## src/rtl/lin_sync_pkg.sv

```systemverilog
// Constants, register map and fields of the LIN break/sync timing unit
// Behaviour
// - Unit works as LIN slave only, bus rates from 1 to 20 kbaud.
// - Break timer ticks from low-power oscillator; sync timing uses 5 MHz.
// - Reading the sync status register clears every flag in it.
// - In bit-serial-device mode a bus rising edge sets status bit 6.
// - Status bit 5 is set when a commanded unit reset completes.
// - 12-bit break timer overflow sets bit 4 and raises the interrupt.
// - Bit 3 is set when sync bit timer equals the compare value.
// - Bit 2 is set when the sync measurement stop condition is seen.
// - Bit 1 is set when the sync measurement start condition is seen.
// - Bit 0 is set when the break timer reaches the break compare value.
// - A 16-bit sync timer is run under the first control register.
// - Edge control register selects the start and stop edges of counting.
// - Control bit 12 gates rise interrupt: disables in bit-serial, enables in LIN.
`default_nettype none
package lin_sync_pkg;

  // Register byte addresses
  localparam logic [31:0] ADDR_SYNC_STATUS   = 32'hFFFF_0780;
  localparam logic [31:0] ADDR_SYNC_CTRL     = 32'hFFFF_0784;
  localparam logic [31:0] ADDR_EDGE_CTRL     = 32'hFFFF_0788;
  localparam logic [31:0] ADDR_SYNC_TIMER    = 32'hFFFF_078C;
  localparam logic [31:0] ADDR_BREAK_TIMER   = 32'hFFFF_0790;
  localparam logic [31:0] ADDR_BREAK_COMPARE = 32'hFFFF_0794;
  localparam logic [31:0] ADDR_SYNC_COMPARE  = 32'hFFFF_0798;
  localparam logic [31:0] ADDR_IRQ_STATUS    = 32'hFFFF_079C;
  localparam logic [31:0] ADDR_IRQ_MASK      = 32'hFFFF_07A0;

  // Status bit positions
  localparam int ST_BREAK = 0;
  localparam int ST_START = 1;
  localparam int ST_STOP  = 2;
  localparam int ST_CMP   = 3;
  localparam int ST_BERR  = 4;
  localparam int ST_RST   = 5;
  localparam int ST_RISE  = 6;
  localparam int EVT_W    = 7;

  // Control fields
  localparam int CTL_EN       = 0;
  localparam int CTL_RST      = 1;
  localparam int CTL_SERIAL   = 2;
  localparam int CTL_RISE_IRQ = 12;
  localparam logic [31:0] CTL_WR_MASK = 32'h0000_1005;
  localparam logic [31:0] CTL_RESET   = 32'h0000_0000;

  // Edge control fields: 0 selects falling, 1 rising
  localparam int EDG_START   = 0;
  localparam int EDG_STOP    = 1;
  localparam int EDG_CNT_LSB = 4;
  localparam int EDG_CNT_W   = 4;
  localparam logic [31:0] EDG_WR_MASK = 32'h0000_00F3;
  localparam logic [31:0] EDG_RESET   = 32'h0000_0040;

  // Timers and reset values
  localparam int BRK_W  = 12;
  localparam int SYNC_W = 16;
  localparam logic [BRK_W-1:0]  BRK_MAX        = 12'hFFF;
  localparam logic [BRK_W-1:0]  BRK_CMP_RESET  = 12'h0FF;
  localparam logic [SYNC_W-1:0] SYNC_CMP_RESET = 16'hFFFF;
  localparam logic [31:0]       STATUS_RESET   = 32'h0000_0000;

  // Clock rates and derived dividers
  localparam int CLK_HZ      = 40_000_000;
  localparam int SYNC_CLK_HZ = 5_000_000;
  localparam int LP_OSC_HZ   = 131_072;
  localparam int SYNC_DIV    = CLK_HZ / SYNC_CLK_HZ;
  localparam int LP_DIV      = CLK_HZ / LP_OSC_HZ;
  localparam int MIN_BAUD    = 1_000;
  localparam int MAX_BAUD    = 20_000;

  // AXI responses
  localparam logic [1:0] RESP_OKAY   = 2'b00;
  localparam logic [1:0] RESP_SLVERR = 2'b10;

  typedef enum logic [1:0] {SY_IDLE, SY_ARMED, SY_COUNT} sync_state_t;

endpackage
`default_nettype wire

```

## src/rtl/lin_tick_gen.sv

```systemverilog
// Divider producing a one-cycle timebase tick every DIV clocks
`timescale 1ns/1ps
`default_nettype none
module lin_tick_gen #(
  parameter int unsigned DIV = 8
) (
  // Clock and reset
  input  wire logic aclk,
  input  wire logic aresetn,
  // Tick out
  output var  logic tick
);
  localparam int W = $clog2(DIV);
  localparam logic [W-1:0] LAST = W'(DIV - 1);

  logic [W-1:0] cnt_q;
  logic [W-1:0] cnt_d;
  logic         tick_q;
  logic         tick_d;

  always_comb
  begin
    tick_d = (cnt_q == LAST);
    cnt_d  = tick_d ? '0 : cnt_q + W'(1);
  end

  always_ff @(posedge aclk)
  begin
    if (!aresetn)
    begin
      cnt_q  <= '0;
      tick_q <= 1'b0;
    end
    else
    begin
      cnt_q  <= cnt_d;
      tick_q <= tick_d;
    end
  end

  assign tick = tick_q;
endmodule
`default_nettype wire

```

## src/rtl/lin_edge_detect.sv

```systemverilog
// Bus level register with rising and falling edge pulses
`timescale 1ns/1ps
`default_nettype none
module lin_edge_detect (
  // Clock and reset
  input  wire logic aclk,
  input  wire logic aresetn,
  // Bus level
  input  wire logic rx,
  // Edge results
  output var  logic level,
  output var  logic rise,
  output var  logic fall
);
  logic lvl_q;
  logic rise_q;
  logic fall_q;
  logic rise_d;
  logic fall_d;

  always_comb
  begin
    rise_d = rx & ~lvl_q;
    fall_d = ~rx & lvl_q;
  end

  // Idle bus is recessive high
  always_ff @(posedge aclk)
  begin
    if (!aresetn)
    begin
      lvl_q  <= 1'b1;
      rise_q <= 1'b0;
      fall_q <= 1'b0;
    end
    else
    begin
      lvl_q  <= rx;
      rise_q <= rise_d;
      fall_q <= fall_d;
    end
  end

  assign level = lvl_q;
  assign rise  = rise_q;
  assign fall  = fall_q;
endmodule
`default_nettype wire

```

## src/rtl/lin_hw_sync.sv

```systemverilog
// LIN slave break and sync-byte timing unit with AXI4-Lite registers
`timescale 1ns/1ps
`default_nettype none
module lin_hw_sync
  import lin_sync_pkg::*;
(
  // Clock and reset
  input  wire logic        aclk,
  input  wire logic        aresetn,
  // AXI4-Lite write
  input  wire logic [31:0] awaddr,
  input  wire logic        awvalid,
  output var  logic        awready,
  input  wire logic [31:0] wdata,
  input  wire logic [3:0]  wstrb,
  input  wire logic        wvalid,
  output var  logic        wready,
  output var  logic [1:0]  bresp,
  output var  logic        bvalid,
  input  wire logic        bready,
  // AXI4-Lite read
  input  wire logic [31:0] araddr,
  input  wire logic        arvalid,
  output var  logic        arready,
  output var  logic [31:0] rdata,
  output var  logic [1:0]  rresp,
  output var  logic        rvalid,
  input  wire logic        rready,
  // LIN bus receive level, slave only
  input  wire logic        lin_rx,
  // Interrupt
  output var  logic        irq
);

  function automatic logic is_mapped(input logic [31:0] a);
    return a inside {ADDR_SYNC_STATUS, ADDR_SYNC_CTRL, ADDR_EDGE_CTRL,
                     ADDR_SYNC_TIMER, ADDR_BREAK_TIMER, ADDR_BREAK_COMPARE,
                     ADDR_SYNC_COMPARE, ADDR_IRQ_STATUS, ADDR_IRQ_MASK};
  endfunction

  function automatic logic [31:0] merge(input logic [31:0] old,
                                        input logic [31:0] nw,
                                        input logic [3:0]  strb);
    logic [31:0] r;
    r = old;
    for (int i = 0; i < 4; i++)
      if (strb[i])
        r[8*i +: 8] = nw[8*i +: 8];
    return r;
  endfunction

  // Timebases and bus edges
  logic sync_tick;
  logic lp_tick;
  logic rx_lvl;
  logic rx_rise;
  logic rx_fall;

  lin_tick_gen #(.DIV(SYNC_DIV)) u_sync_tick (
    .aclk    (aclk),
    .aresetn (aresetn),
    .tick    (sync_tick)
  );
  lin_tick_gen #(.DIV(LP_DIV)) u_lp_tick (
    .aclk    (aclk),
    .aresetn (aresetn),
    .tick    (lp_tick)
  );
  // receive only, never drives the bus
  lin_edge_detect u_edge (
    .aclk    (aclk),
    .aresetn (aresetn),
    .rx      (lin_rx),
    .level   (rx_lvl),
    .rise    (rx_rise),
    .fall    (rx_fall)
  );

  // Bus group
  logic        aw_have_q, aw_have_d, w_have_q, w_have_d;
  logic        awready_q, awready_d, wready_q, wready_d;
  logic        bvalid_q, bvalid_d, arready_q, arready_d;
  logic        rvalid_q, rvalid_d;
  logic [1:0]  bresp_q, bresp_d, rresp_q, rresp_d;
  logic [31:0] wa_q, wa_d, wd_q, wd_d, rdata_q, rdata_d;
  logic [3:0]  ws_q, ws_d;
  logic        do_write, rd_hs, rd_status;

  // Register group
  logic [31:0]       ctl_q, ctl_d, edg_q, edg_d;
  logic [BRK_W-1:0]  bcmp_q, bcmp_d;
  logic [SYNC_W-1:0] scmp_q, scmp_d;
  logic [EVT_W-1:0]  sta_q, sta_d, ist_q, ist_d, imsk_q, imsk_d;
  logic              rst_pend_q, rst_pend_d, irq_q, irq_d;

  // Core group
  logic [BRK_W-1:0]  brk_q, brk_d;
  logic              brk_hit_q, brk_hit_d, brk_ovf_q, brk_ovf_d;
  logic [SYNC_W-1:0] stm_q, stm_d;
  logic [EDG_CNT_W-1:0] ecnt_q, ecnt_d;
  sync_state_t       sst_q, sst_d;
  logic [EVT_W-1:0]  evt, irq_evt;
  logic              rise_en, start_edge, stop_edge;

  always_comb
  begin
    do_write  = aw_have_q & w_have_q & ~bvalid_q;
    rd_hs     = arvalid & arready_q;
    rd_status = rd_hs & (araddr == ADDR_SYNC_STATUS);
    aw_have_d = aw_have_q;
    w_have_d  = w_have_q;
    awready_d = awready_q;
    wready_d  = wready_q;
    wa_d      = wa_q;
    wd_d      = wd_q;
    ws_d      = ws_q;
    bvalid_d  = bvalid_q;
    bresp_d   = bresp_q;
    arready_d = arready_q;
    rvalid_d  = rvalid_q;
    rresp_d   = rresp_q;
    rdata_d   = rdata_q;
    if (awvalid & awready_q)
    begin
      aw_have_d = 1'b1;
      awready_d = 1'b0;
      wa_d      = awaddr;
    end
    if (wvalid & wready_q)
    begin
      w_have_d = 1'b1;
      wready_d = 1'b0;
      wd_d     = wdata;
      ws_d     = wstrb;
    end
    if (do_write)
    begin
      bvalid_d  = 1'b1;
      bresp_d   = is_mapped(wa_q) ? RESP_OKAY : RESP_SLVERR;
      aw_have_d = 1'b0;
      w_have_d  = 1'b0;
    end
    if (bvalid_q & bready)
    begin
      bvalid_d  = 1'b0;
      awready_d = 1'b1;
      wready_d  = 1'b1;
    end
    if (rd_hs)
    begin
      arready_d = 1'b0;
      rvalid_d  = 1'b1;
      rresp_d   = is_mapped(araddr) ? RESP_OKAY : RESP_SLVERR;
      unique case (araddr)
        ADDR_SYNC_STATUS:   rdata_d = {25'h0, sta_q};
        ADDR_SYNC_CTRL:     rdata_d = ctl_q;
        ADDR_EDGE_CTRL:     rdata_d = edg_q;
        ADDR_SYNC_TIMER:    rdata_d = {16'h0, stm_q};
        ADDR_BREAK_TIMER:   rdata_d = {20'h0, brk_q};
        ADDR_BREAK_COMPARE: rdata_d = {20'h0, bcmp_q};
        ADDR_SYNC_COMPARE:  rdata_d = {16'h0, scmp_q};
        ADDR_IRQ_STATUS:    rdata_d = {25'h0, ist_q};
        ADDR_IRQ_MASK:      rdata_d = {25'h0, imsk_q};
        default:            rdata_d = 32'h0000_0000;
      endcase
    end
    if (rvalid_q & rready)
    begin
      rvalid_d  = 1'b0;
      arready_d = 1'b1;
    end
  end

  always_ff @(posedge aclk)
  begin
    if (!aresetn)
    begin
      aw_have_q <= 1'b0;
      w_have_q  <= 1'b0;
      awready_q <= 1'b1;
      wready_q  <= 1'b1;
      wa_q      <= 32'h0000_0000;
      wd_q      <= 32'h0000_0000;
      ws_q      <= 4'h0;
      bvalid_q  <= 1'b0;
      bresp_q   <= RESP_OKAY;
      arready_q <= 1'b1;
      rvalid_q  <= 1'b0;
      rresp_q   <= RESP_OKAY;
      rdata_q   <= 32'h0000_0000;
    end
    else
    begin
      aw_have_q <= aw_have_d;
      w_have_q  <= w_have_d;
      awready_q <= awready_d;
      wready_q  <= wready_d;
      wa_q      <= wa_d;
      wd_q      <= wd_d;
      ws_q      <= ws_d;
      bvalid_q  <= bvalid_d;
      bresp_q   <= bresp_d;
      arready_q <= arready_d;
      rvalid_q  <= rvalid_d;
      rresp_q   <= rresp_d;
      rdata_q   <= rdata_d;
    end
  end

  // Timers and sync measurement
  always_comb
  begin
    brk_d      = brk_q;
    brk_hit_d  = brk_hit_q;
    brk_ovf_d  = brk_ovf_q;
    stm_d      = stm_q;
    ecnt_d     = ecnt_q;
    sst_d      = sst_q;
    evt        = '0;
    start_edge = edg_q[EDG_START] ? rx_rise : rx_fall;
    stop_edge  = edg_q[EDG_STOP] ? rx_rise : rx_fall;
    rise_en    = ctl_q[CTL_SERIAL] ? ~ctl_q[CTL_RISE_IRQ]
                                   : ctl_q[CTL_RISE_IRQ];
    if (rst_pend_q)
    begin
      brk_d     = '0;
      brk_hit_d = 1'b0;
      brk_ovf_d = 1'b0;
      stm_d     = '0;
      ecnt_d    = '0;
      sst_d     = SY_IDLE;
      evt[ST_RST] = 1'b1;
    end
    else if (ctl_q[CTL_EN])
    begin
      if (!rx_lvl)
      begin
        if ((brk_q == bcmp_q) && !brk_hit_q)
        begin
          brk_hit_d     = 1'b1;
          evt[ST_BREAK] = 1'b1;
          sst_d         = SY_ARMED;
          ecnt_d        = '0;
        end
        // overflow means bus low too long
        if (lp_tick && !brk_ovf_q)
        begin
          if (brk_q == BRK_MAX)
          begin
            brk_ovf_d    = 1'b1;
            evt[ST_BERR] = 1'b1;
          end
          else
            brk_d = brk_q + BRK_W'(1);
        end
      end
      else
      begin
        brk_d     = '0;
        brk_hit_d = 1'b0;
        brk_ovf_d = 1'b0;
      end
      unique case (sst_q)
        SY_IDLE: ;
        SY_ARMED:
          if (start_edge)
          begin
            evt[ST_START] = 1'b1;
            stm_d         = '0;
            ecnt_d        = '0;
            sst_d         = SY_COUNT;
          end
        SY_COUNT:
        begin
          if (sync_tick)
          begin
            stm_d = stm_q + SYNC_W'(1);
            if (stm_d == scmp_q)
              evt[ST_CMP] = 1'b1;
          end
          if (stop_edge)
          begin
            ecnt_d = ecnt_q + EDG_CNT_W'(1);
            if (ecnt_d == edg_q[EDG_CNT_LSB +: EDG_CNT_W])
            begin
              evt[ST_STOP] = 1'b1;
              sst_d        = SY_IDLE;
            end
          end
        end
      endcase
      evt[ST_RISE] = rx_rise & ctl_q[CTL_SERIAL];
    end
    else
    begin
      brk_d     = '0;
      brk_hit_d = 1'b0;
      brk_ovf_d = 1'b0;
      sst_d     = SY_IDLE;
    end
    irq_evt          = evt;
    irq_evt[ST_RISE] = rx_rise & rise_en & ctl_q[CTL_EN] & ~rst_pend_q;
  end

  always_ff @(posedge aclk)
  begin
    if (!aresetn)
    begin
      brk_q     <= '0;
      brk_hit_q <= 1'b0;
      brk_ovf_q <= 1'b0;
      stm_q     <= '0;
      ecnt_q    <= '0;
      sst_q     <= SY_IDLE;
    end
    else
    begin
      brk_q     <= brk_d;
      brk_hit_q <= brk_hit_d;
      brk_ovf_q <= brk_ovf_d;
      stm_q     <= stm_d;
      ecnt_q    <= ecnt_d;
      sst_q     <= sst_d;
    end
  end

  // Software registers, status and interrupt
  always_comb
  begin
    ctl_d      = ctl_q;
    edg_d      = edg_q;
    bcmp_d     = bcmp_q;
    scmp_d     = scmp_q;
    imsk_d     = imsk_q;
    rst_pend_d = 1'b0;
    // read clears, a new event still wins
    sta_d      = (rd_status ? '0 : sta_q) | evt;
    ist_d      = ist_q;
    if (do_write)
    begin
      unique case (wa_q)
        ADDR_SYNC_CTRL:
        begin
          ctl_d      = merge(ctl_q, wd_q, ws_q) & CTL_WR_MASK;
          rst_pend_d = ws_q[0] & wd_q[CTL_RST];
        end
        ADDR_EDGE_CTRL:     edg_d = merge(edg_q, wd_q, ws_q) & EDG_WR_MASK;
        ADDR_BREAK_COMPARE: bcmp_d = BRK_W'(merge({20'h0, bcmp_q}, wd_q, ws_q));
        ADDR_SYNC_COMPARE:  scmp_d = SYNC_W'(merge({16'h0, scmp_q}, wd_q, ws_q));
        ADDR_IRQ_STATUS:    ist_d = ist_q & ~(ws_q[0] ? wd_q[EVT_W-1:0] : '0);
        ADDR_IRQ_MASK:      imsk_d = ws_q[0] ? wd_q[EVT_W-1:0] : imsk_q;
        default: ;
      endcase
    end
    // events raise the interrupt, set beats clear
    ist_d = ist_d | irq_evt;
    irq_d = |(ist_d & imsk_d);
  end

  always_ff @(posedge aclk)
  begin
    if (!aresetn)
    begin
      ctl_q      <= CTL_RESET;
      edg_q      <= EDG_RESET;
      bcmp_q     <= BRK_CMP_RESET;
      scmp_q     <= SYNC_CMP_RESET;
      sta_q      <= '0;
      ist_q      <= '0;
      imsk_q     <= '0;
      rst_pend_q <= 1'b0;
      irq_q      <= 1'b0;
    end
    else
    begin
      ctl_q      <= ctl_d;
      edg_q      <= edg_d;
      bcmp_q     <= bcmp_d;
      scmp_q     <= scmp_d;
      sta_q      <= sta_d;
      ist_q      <= ist_d;
      imsk_q     <= imsk_d;
      rst_pend_q <= rst_pend_d;
      irq_q      <= irq_d;
    end
  end

  assign awready = awready_q;
  assign wready  = wready_q;
  assign bvalid  = bvalid_q;
  assign bresp   = bresp_q;
  assign arready = arready_q;
  assign rvalid  = rvalid_q;
  assign rresp   = rresp_q;
  assign rdata   = rdata_q;
  assign irq     = irq_q;
endmodule
`default_nettype wire

```

## config.mk

```make
export PLATFORM = sky130hd
export DESIGN_NAME = lin_hw_sync
export DESIGN_NICKNAME = d
export VERILOG_FILES = /design/src/rtl/lin_sync_pkg.sv /design/src/rtl/lin_tick_gen.sv /design/src/rtl/lin_edge_detect.sv /design/src/rtl/lin_hw_sync.sv
export SDC_FILE = /design/constraint.sdc
export NUM_CORES = 1
export LEC_CHECK = 0
export BUFFER_PORTS_ARGS = -buffer_cell sky130_fd_sc_hd__buf_2
export CORE_UTILIZATION = 44
export DETAILED_ROUTE_END_ITERATION = 8
export GPL_ROUTABILITY_DRIVEN = 0
export SYNTH_ARGS = -nofsm -noshare
export SYNTH_HDL_FRONTEND = slang
export SYNTH_HIERARCHICAL = 1
export SYNTH_SLANG_ARGS = --single-unit
export TNS_END_PERCENT = 30
```

## constraint.sdc

```tcl
create_clock -name aclk -period 7.6 [get_ports aclk]
set_input_delay 0 -clock aclk [delete_from_list [all_inputs] [get_ports aclk]]
set_output_delay 0 -clock aclk [all_outputs]
set_load 0.05 [all_outputs]
```

==> results by group <==
Status
  – Outcome: complete, no violations

Global route
  – First-pass GRT wire length: just under 40000 um
  – Vias in the first global route: 7561
  – Congestion Overflow GR: 0
  – Pin count of the biggest net entering global routing: just under 90
  – Initial antenna violation count: 0
  – Total track usage: 0.2479

Floorplan
  – Io pins: 150
  – Die height: 144.6 um
  – Die Wd: 144.6 um
  – Rows: slightly above 50
  – CORE AREA: about 0.020 mm2
  – Initial core utilization: 0.4535
  – Die Area: 0.02090 mm2

Timing
  – Fmax: 286.7 MHz
  – Pins Over Slew Limit: 0
  – Rel. slew slack: 0.2730
  – Finish-stage setup viols: 0
  – Setup repair after global routing missed its margin: false
  – Tmin final: 3.488 ns
  – Tcrit/Tclk final: 0.4589
  – Final Skew: 0.008818 ns
  – Worst Tran Pin Value: 1.082 ns
  – Setup TNS: 0 ns
  – Final-report hold violation count: 0

Routing
  – Drt pass-1 iters: 5
  – Iter 0 DRT Violations: approximately 490
  – DR WL/cell: 16.89 um
  – Drt total wl: 25100 um
  – DRC viols: 0
  – Post-route ant nets: 0
  – Vias: between 8000 and 9000
  – DR vias/cell: 5.447

Clock tree
  – Hold Buf Count CTS: 58
  – Clock slew at reported path FFs: 0.07 ns
  – Clock Tree Root: clkbuf_16
  – PostCTS Resize Cnt: 0
  – Cts bufs inserted: 17
  – Post-CTS Setup Bufs: 0
  – Worst-Skew Late Latency: 0.43 ns
  – CTS max path bufs: 2
  – CTS tree: built
  – Max H-tree Level: 4
  – Number of clock sinks: 188

Critical path
  – CP Class: flop to flop
  – R2r endpoint: irq
  – WP data required: between 7 and 8 ns
  – Worst Reg2Reg Path Length in Cells: 8
  – Critical Path AT: roughly 3.8 ns
  – CP endpoint kind: flop
  – CP Max Fanout: 12
  – Flop2flop setup slack: 4.11 ns
  – CP startpoint kind: flop
  – R2R Path Start: stm_q[0]

Yosys
  – Synthesized area: 0.008942 mm2
  – Asr flop ratio synth: 0
  – Sequential share of the synthesized area: 0.4209
  – Synthesized flop and latch total: 188
  – Cells after Synth: 1070
  – Synth cell types: 77
  – Yosys warns: 6
  – Post-synth EDFFs: 0
  – Syn avg cell area: approximately 8.4 um2
  – Main synth FF type: dfxtp_1

Hold path
  – Hold Crit Class: input pin to flop
  – Hold Path End: rdata[3]
  – Hold path depth: 4
  – Hold_sp: arvalid

Finish
  – Diodes inserted: 0
  – Share of layout cells above drive strength 1: 0.1441
  – Layout Nets: 1325
  – Area grow syn2layout: 19.91%
  – Commonest non-fill, non-tap cells in the layout: nand2_1, dfxtp_1, buf_2
  – Most common cell after layout, fill and taps aside: nand2_1
  – Utilization after layout: 0.5438

Power
  – PD cells: around 190 mW/mm2
  – P_leak: 4.156 nW
  – Max IR drop VDD: 0.1551 mV

Job
  – Max-cap viol count: 0

Placed design
  – HPWL after detailed placement: 17530 um
  – Port Buffers: 113
==> sequential cells by signal, indices dropped and copies added, names as in the netlist, 9 cells and up <==
name	count
wd_q	16
rdata	16
bcmp_q	12
wa_q	32
brk_q	12
scmp_q	16
u_lp_tick/cnt_q	9
stm_q	16
==> metrics by stage <==
stage	hold slack [ns]	cell area [um2]	cells	power (mW)	worst slack (ns)
3_3_place_gp	0.2081	9572	1396	1.177	4.200
3_5_place_dp	0.2141	9572	1396	1.179	4.128
5_1_grt	0.03806	10720	1486	2.129	3.912
6_report	0.02086	10720	1486	2.051	4.112
2_1_floorplan	0.07304	9006	1087	1.137	4.832
4_1_cts	0.01061	10720	1486	2.067	4.089
==> layer usage <==
metal  part of all wire  global-route usage  wire [um]
met5                  0                   0          0
met3              0.053             0.04503       1320
met1               0.46              0.3194      11500
met2               0.47              0.4175      11700
met4              0.023             0.07812        586
==> Yosys cell counts (20+ instances only) <==
library cell	instances	share of area
nand2_1	191	0.080
dfxtp_1	188	0.42
nor2_1	98	0.041
a21oi_1	89	0.050
clkbuf_1	45	0.019
mux2i_1	40	0.045
xor2_1	28	0.027
nand3_1	27	0.015
o21ai_0	27	0.015
nand4_1	26	0.018
inv_1	22	0.0092
a22oi_1	21	0.018
xnor2_1	20	0.020
==> power by group <==
part / total, mW / leakage [nW] / internal (mW) / switching, mW
Sequential: 1.03 / 1.53 / 1.01 / 0.0215
Clock: 0.872 / 0.272 / 0.438 / 0.434
Combinational: 0.151 / 2.36 / 0.0598 / 0.0916
==> kinds of logic (layout without fill, tap and decap cells) <==
family,after synthesis,after routing,share of synthesized area
DFF,188,188,0.4209
and+or+nand+nor,469,469,0.2639
adders and majority gates,9,9,0.01259
other,1,18,0.0004194
xor gates and xnor gates,49,49,0.04953
AOI/OAI and AO/OA,214,214,0.1525
muxes,44,44,0.04981
buffers and inverters,96,230,0.05037
==> worst max-delay path: stages, from the launching register on <==
cell	delay, ns
dfxtp_1	0.51
ha_1	0.31
nand3_1	0.33
o41ai_1	0.50
nand3_1	0.12
or4_1	0.54
nor4_1	0.65
a22oi_1	0.20
o31ai_1	0.24
==> how the worst max path moves through the flow <==
stage,startpoint,endpoint
6_report,stm_q[0],irq
5_1_grt,stm_q[0],irq
4_1_cts,stm_q[0],irq
3_5_place_dp,stm_q[0],irq
3_3_place_gp,sst_q[0],irq
2_1_floorplan,wa_q[13],irq
==> layout make-up <==
cell class / instances / area [um2]
Clock buffer: 17 / 425.4
Clock inverter: 15 / 145.1
Fill cell: 1905 / 8995
Inverter: 23 / 86.33
Multi-Input combinational cell: 803 / 4795
Sequential cell: 188 / 3764
Tap cell: 265 / 331.6
Timing Repair Buffer: 175 / 1176
No activity file was read; power rests on OpenSTA's default activity.
